File: src/hdl/adc_readout_pkg.sv
// shared constants for the serial result readout of the converter
package adc_readout_pkg;
   // ==========================================================
   // clock and link timing
   localparam int CLK_PERIOD_NS = 20;
   localparam int FIRST_BIT_DELAY_NS = 100;
   localparam int CLOCK_BURST_DEADLINE_NS = 40;
   // a longest time rounds down, never below one cycle
   localparam int FIRST_BIT_DELAY_CYC =
      (FIRST_BIT_DELAY_NS / CLK_PERIOD_NS) < 1 ? 1 : (FIRST_BIT_DELAY_NS / CLK_PERIOD_NS);
   // the deadline rounds up so the zero window never opens early
   localparam int BURST_DEADLINE_CYC =
      (CLOCK_BURST_DEADLINE_NS + CLK_PERIOD_NS - 1) / CLK_PERIOD_NS;
   // ==========================================================
   // word layout
   localparam int RESULT_BITS = 16;
   localparam int HEADER_BITS = 2;
   localparam int FRAME_BITS = RESULT_BITS + HEADER_BITS;
   localparam logic [1:0] HEADER_CODE = 2'h2;
   // ==========================================================
   // mode strap
   localparam int STRAP_SETTLE_CYC = 4;
   localparam logic [2:0] SYNC_RESET = 3'h0;
endpackage

File: src/hdl/adc_lvds_serial_readout.sv
// device-side conversion start handling and serial result readout
`timescale 1ns/1ps
module adc_lvds_serial_readout #(
   parameter int MSB_CYC = adc_readout_pkg::FIRST_BIT_DELAY_CYC,
   parameter int CLKL_CYC = adc_readout_pkg::BURST_DEADLINE_CYC,
   parameter int STRAP_CYC = adc_readout_pkg::STRAP_SETTLE_CYC
) (
   // clock and reset
   input wire logic core_clk,
   input wire logic rst_n,
   // link pins from the host
   input wire logic conv_start,
   input wire logic host_clk,
   // code from the converter core
   input wire logic [15:0] sample_code,
   // link pins to the host, plus the echo pin read back for the mode strap
   output logic serial_data_out,
   input wire logic echo_clk_in,
   output logic echoed_clock_out,
   output logic echo_clk_oe_n,
   // status
   output logic conv_busy,
   output logic self_clocked
);
   // ==========================================================
   // pin synchronisers: bit 0 start, bit 1 burst clock, bit 2 strap
   logic [2:0] sync_s1_r;
   logic [2:0] sync_s2_r;
   logic start_d_r;
   logic hclk_d_r;

   always_ff @(posedge core_clk or negedge rst_n) begin
      if (!rst_n) begin
         sync_s1_r <= adc_readout_pkg::SYNC_RESET;
         sync_s2_r <= adc_readout_pkg::SYNC_RESET;
         start_d_r <= 1'h0;
         hclk_d_r <= 1'h0;
      end else begin
         sync_s1_r <= {echo_clk_in, host_clk, conv_start};
         sync_s2_r <= sync_s1_r;
         start_d_r <= sync_s2_r[0];
         hclk_d_r <= sync_s2_r[1];
      end
   end

   wire start_edge = sync_s2_r[0] && !start_d_r;
   wire hclk_fall = !sync_s2_r[1] && hclk_d_r;
   // each pin edge costs three core edges, so the burst clock must stay well below core rate

   // ==========================================================
   // mode strap: pin is released until the strap is read once after reset
   logic [3:0] strap_cnt_r;
   logic strap_done_r;
   logic self_clocked_r;
   logic oe_n_r;
   wire strap_take = !strap_done_r && (strap_cnt_r == 4'(STRAP_CYC));

   always_ff @(posedge core_clk or negedge rst_n) begin
      if (!rst_n) begin
         strap_cnt_r <= 4'h0;
         strap_done_r <= 1'h0;
         self_clocked_r <= 1'h0;
         oe_n_r <= 1'h1;
      end else if (strap_take) begin
         strap_done_r <= 1'h1;
         self_clocked_r <= !sync_s2_r[2];
         oe_n_r <= !sync_s2_r[2];
      end else if (!strap_done_r) begin
         strap_cnt_r <= strap_cnt_r + 4'h1;
      end
   end

   // ==========================================================
   // conversion timing
   logic busy_w;
   logic burst_hold;
   logic frame_load;
   logic [15:0] result_code;

   conv_timer #(
      .MSB_CYC(MSB_CYC),
      .CLKL_CYC(CLKL_CYC)
   ) u_timer (
      .core_clk(core_clk),
      .rst_n(rst_n),
      .start(start_edge),
      .sample_code(sample_code),
      .busy_r(busy_w),
      .clkl_hit_r(burst_hold),
      .done_r(frame_load),
      .code_r(result_code)
   );

   // ==========================================================
   // output frame
   // echoed mode pads two zeros below the result instead of a header
   logic [17:0] frame_r;
   logic echo_en_r;
   logic echo_out_r;
   logic busy_r;

   wire [17:0] frame_loaded = self_clocked_r ?
      {adc_readout_pkg::HEADER_CODE, result_code} : {result_code, 2'h0};
   wire zero_hold = burst_hold && !self_clocked_r;
   wire [17:0] frame_nxt = frame_load ? frame_loaded :
      zero_hold ? 18'h0_0000 :
      hclk_fall ? {frame_r[16:0], 1'h0} : frame_r;
   wire echo_en_nxt = (frame_load && !self_clocked_r) ? 1'h1 :
      zero_hold ? 1'h0 : echo_en_r;
   // echo follows the synchronised clock so it changes on the same edge as data
   wire echo_out_nxt = echo_en_nxt && !self_clocked_r && sync_s2_r[1];

   always_ff @(posedge core_clk or negedge rst_n) begin
      if (!rst_n) begin
         frame_r <= 18'h0_0000;
         echo_en_r <= 1'h0;
         echo_out_r <= 1'h0;
         busy_r <= 1'h0;
      end else begin
         frame_r <= frame_nxt;
         echo_en_r <= echo_en_nxt;
         echo_out_r <= echo_out_nxt;
         busy_r <= busy_w;
      end
   end

   assign serial_data_out = frame_r[17];
   assign echoed_clock_out = echo_out_r;
   assign echo_clk_oe_n = oe_n_r;
   assign conv_busy = busy_r;
   assign self_clocked = self_clocked_r;

   // ==========================================================
   // header tracking for the checks
   // high from a load until the first shift after it, however late the host starts
   logic hdr_wait_r;

   always_ff @(posedge core_clk or negedge rst_n) begin
      if (!rst_n) begin
         hdr_wait_r <= 1'h0;
      end else begin
         hdr_wait_r <= frame_load || (hdr_wait_r && !hclk_fall);
      end
   end
endmodule

File: src/hdl/conv_timer.sv
// conversion timer: runs one conversion to its end and captures the code
`timescale 1ns/1ps
module conv_timer #(
   parameter int MSB_CYC = adc_readout_pkg::FIRST_BIT_DELAY_CYC,
   parameter int CLKL_CYC = adc_readout_pkg::BURST_DEADLINE_CYC
) (
   // clock and reset
   input wire logic core_clk,
   input wire logic rst_n,
   // control
   input wire logic start,
   input wire logic [15:0] sample_code,
   // status
   output logic busy_r,
   output logic clkl_hit_r,
   output logic done_r,
   output logic [15:0] code_r
);
   logic [7:0] cnt_r;
   wire go = start && !busy_r;
   wire at_clkl = busy_r && (cnt_r == 8'(CLKL_CYC));
   wire at_end = busy_r && (cnt_r == 8'(MSB_CYC));

   always_ff @(posedge core_clk or negedge rst_n) begin
      if (!rst_n) begin
         busy_r <= 1'h0;
         cnt_r <= 8'h00;
         clkl_hit_r <= 1'h0;
         done_r <= 1'h0;
         code_r <= 16'h0000;
      end else begin
         clkl_hit_r <= at_clkl;
         done_r <= at_end;
         // once started, the count runs out whatever start does
         if (go) begin
            busy_r <= 1'h1;
            cnt_r <= 8'h01;
         end else if (at_end) begin
            busy_r <= 1'h0;
            code_r <= sample_code;
         end else if (busy_r) begin
            cnt_r <= cnt_r + 8'h01;
         end
      end
   end
endmodule

File: config.mk
export PLATFORM = sky130hd
export DESIGN_NAME = adc_lvds_serial_readout
export DESIGN_NICKNAME = d
export VERILOG_FILES = /design/src/hdl/adc_readout_pkg.sv /design/src/hdl/adc_lvds_serial_readout.sv /design/src/hdl/conv_timer.sv
export SDC_FILE = /design/constraint.sdc
export NUM_CORES = 1
export LEC_CHECK = 0
export BUFFER_PORTS_ARGS = -buffer_cell sky130_fd_sc_hd__buf_2
export CAP_MARGIN = 20
export CORE_AREA = 10 10 87 89
export DETAILED_ROUTE_END_ITERATION = 8
export DIE_AREA = 0 0 97 99
export PLACE_DENSITY = 0.71
export SLEW_MARGIN = 0
export SYNTH_ARGS = -nofsm -noshare
export SYNTH_HDL_FRONTEND = slang
export SYNTH_SLANG_ARGS = --single-unit
File: constraint.sdc
create_clock -name core_clk -period 2.6 [get_ports core_clk]
set_clock_uncertainty 0.05 [all_clocks]
set_input_delay 0.52 -clock core_clk [delete_from_list [all_inputs] [get_ports core_clk]]
set_output_delay 0.52 -clock core_clk [all_outputs]
set_load 0.01 [all_outputs]
==> summary.md <==
| Metric | Value |
|---|---|
| Status | `finished clean` |
| Core area | `5850 sq um` |
| Synth Cell Area | `2890 sq um` |
| Total die area | `9600 sq um` |
| Min-Delay Startpoint | `conv_start` |
| Post-synth EDFFs | `0` |
| Boundary Pins | `26` |
| Routability Congestion | `0.785` |
| Crit path DAT | `2.34 ns` |
| Avg WL per Cell | `16.3 um` |
| First-pass iteration count of the detailed router | `4` |
| Clock Latency Late Sink | `0.34 ns` |
| Peak supply drop | `0.697 mV` |
| Final hold violations | `0` |
| Worst Hold End | `sync_s1_r[0]` |
| Post-route worst setup slack | `0.433 ns` |
| DRT Wirelength | `5.70 mm` |
| Row count | `28` |
| Cts hold-fix bufs | `0` |
| Die Wd | `97 um` |
| Fmax | `461 MHz` |
| Worst r2r dst | `u_timer.code_r[5]` |
| Critical Path Start Type | `flop` |
| Slew @ Worst Pin | `0.780 ns` |
| Syn_area_per_cell | `11.9 sq um` |
| Via count | `1990` |
| Slew Limit Fails | `0` |
| Final Cycle Share | `0.833` |
| Synth cell types | `39` |
| Via density | `5.69` |
| Leak | `1.44 nW` |
| Post-route setup TNS | `0 ns` |
| Die Ht | `99 um` |
| Gr usage total | `0.124` |
| Syn nets | `269` |
| Ys async rst share | `1.00` |
| Flop-to-flop setup slack | `0.43 ns` |
| Port Buffers | `25` |
| Starting Density | `0.494` |
| Fillers | `517` |
| GR Overflow Total | `0` |
| Seq/Total Area, Yosys | `0.546` |
| Hold path cells | `1` |
| #FFs+latches synth | `63` |
| Area of the multi-input gates | `1180 sq um` |
| Layout overhead on the synthesized area | `13.1%` |
| Nets@finish | `296` |
| Clock Sinks | `63` |
| Pre-CTS setup slack | `0.432 ns` |
| CTS Buffer Depth | `2` |
| Ys Warns | `0` |
| Clock transition at path regs | `0.06 ns` |
| Hold WC Path Type | `in -> reg` |
| Number of global-route vias before repair | `2048` |
| Reg2reg path depth | `4` |
| Worst EP required | `2.77 ns` |
| Resized cells post-CTS | `0` |
| Worst setup path start | `u_timer.cnt_r[5]` |
| RSZ-0062 raised after global routing | `false` |
| # DRC | `0` |
| Share of layout cells above drive strength 1 | `0.262` |
| Ys flop type | `dfrtp_1` |
| Worst reg2reg startpoint | `u_timer.cnt_r[5]` |
| Critical Path Fanout Max | `11` |
| Rel. slew slack | `0.480` |
| Critical Path Sink Type | `flop` |
| Htree depth | `3` |
| Final ANT Viol Nets | `0` |
| Sequential Area | `1580 sq um` |
| Largest net degree at the start of global routing | `64` |
| Diode count | `0` |
| Starting DRT DRC Count | `154` |
| Initial antenna violation count | `0` |
| Final HPWL DP | `3.83 mm` |
| PwrDens | `1110 nW/um^2` |
| Synth Instances | `243` |
| Kind of critical path | `reg -> reg` |
| Final setup vio count | `0` |
| Root Driver | `clkbuf_8` |
| Post-CTS setup buffers | `0` |
| Max cap viols | `0` |
| CTS tree | `done` |
| Minimum clock period | `2.17 ns` |
| First-pass GRT wire length | `9.78 mm` |
| TritonCTS Buffers | `9` |
-- layer usage --
layer  vias up  GRT usage  share of wire  routed length [um]
li1        941          -              -                   -
met1       998      0.149           0.43                2470
met2        41      0.201           0.50                2850
met3        10     0.0377          0.047                 269
met4         0     0.0556          0.018                 105
met5         -          0              0                   0
-- state kept, by name, summed over array words and instances, names as in the netlist, 3 cells and up --
name	flops
frame_r	18
strap_cnt_r	4
sync_s1_r	3
sync_s2_r	3
u_timer.cnt_r	8
u_timer.code_r	16
-- area by class of cell --
cell class / instances / area share
Sequential cell: 63 / 0.483
Inverter: 9 / 0.0103
Clock inverter: 4 / 0.0214
Clock buffer: 12 / 0.0444
Multi-Input combinational cell: 156 / 0.360
Timing Repair Buffer: 31 / 0.0521
Tap cell: 75 / 0.0287
-- per-stage QoR --
step | cells | hold slack, ns | cell area (sq um) | power, mW | util
3_5_place_dp | 334 | 0.289 | 3050 | 2.71 | 0.522
3_3_place_gp | 334 | 0.281 | 3050 | 2.66 | 0.522
6_report | 350 | 0.233 | 3270 | 3.61 | 0.559
2_1_floorplan | 243 | 0.174 | 2890 | 2.49 | -
5_1_grt | 350 | 0.220 | 3270 | 3.84 | 0.559
4_1_cts | 350 | 0.221 | 3270 | 3.65 | 0.559
-- cells in the mapped netlist (3+ instances only) --
cell | n | area [sq um]
a21oi_1 | 12 | 60.1
a2bb2oi_1 | 9 | 78.8
buf_1 | 3 | 11.3
clkbuf_1 | 10 | 37.5
dfrtp_1 | 62 | 1550
ha_1 | 5 | 62.6
inv_1 | 9 | 33.8
mux2_2 | 14 | 158
mux2_4 | 9 | 135
nand2_1 | 14 | 52.6
nand2b_1 | 11 | 68.8
nand3_1 | 9 | 45.0
nand4_1 | 10 | 62.6
nor2_1 | 6 | 22.5
o211ai_1 | 9 | 67.6
o21ai_0 | 4 | 20.0
o22ai_1 | 7 | 43.8
o31ai_1 | 11 | 82.6
-- where the power goes --
| group | internal (mW) | total [mW] | leakage [nW] | switching (mW) |
|---|---|---|---|---|
| combinational | 0.598 | 1.07 | 0.560 | 0.468 |
| clock | 0.563 | 0.926 | 0.110 | 0.362 |
| sequential | 1.33 | 1.62 | 0.765 | 0.291 |
-- placed cells by master, fill, tap and decap left out, drive strengths merged, types with 3 or more instances in the layout --
cell     instances
nand3            9
a2bb2oi          9
dfrtp           62
a21oi           12
nand4           10
nor3             3
nor2             6
ha               5
mux2            23
clkbuf          12
o22ai            7
o31ai           11
inv              9
nand2           14
o211ai           9
buf             31
nand2b          11
o21ai            4
-- logic make-up after synthesis --
logic type / count (synthesis) / synth area share
AO/OA/AOI/OAI: 57 / 0.136
buffers and inverters: 24 / 0.0468
AND/OR/NAND/NOR: 65 / 0.129
adder cells (fa/ha/maj): 5 / 0.0216
XOR/XNOR: 4 / 0.0121
multiplexers: 25 / 0.108
flip-flops: 63 / 0.546
-- critical path, stage by stage (launching register included) --
cell,delay [ns]
dfrtp_1,0.41
or4_4,0.59
nor3_4,0.35
buf_4,0.29
mux2_2,0.36
-- worst max path at each step --
stage	end	slack (ns)	cells past startpoint
after detailed placement	u_timer.code_r[5]	0.43	4
after global routing	u_timer.code_r[5]	0.32	4
after floorplan	u_timer.code_r[10]	0.64	4
after CTS	u_timer.code_r[5]	0.42	4
after global placement	u_timer.code_r[5]	0.48	4
final	u_timer.code_r[5]	0.43	4
Note: power is estimated with default switching activity, not from simulation.
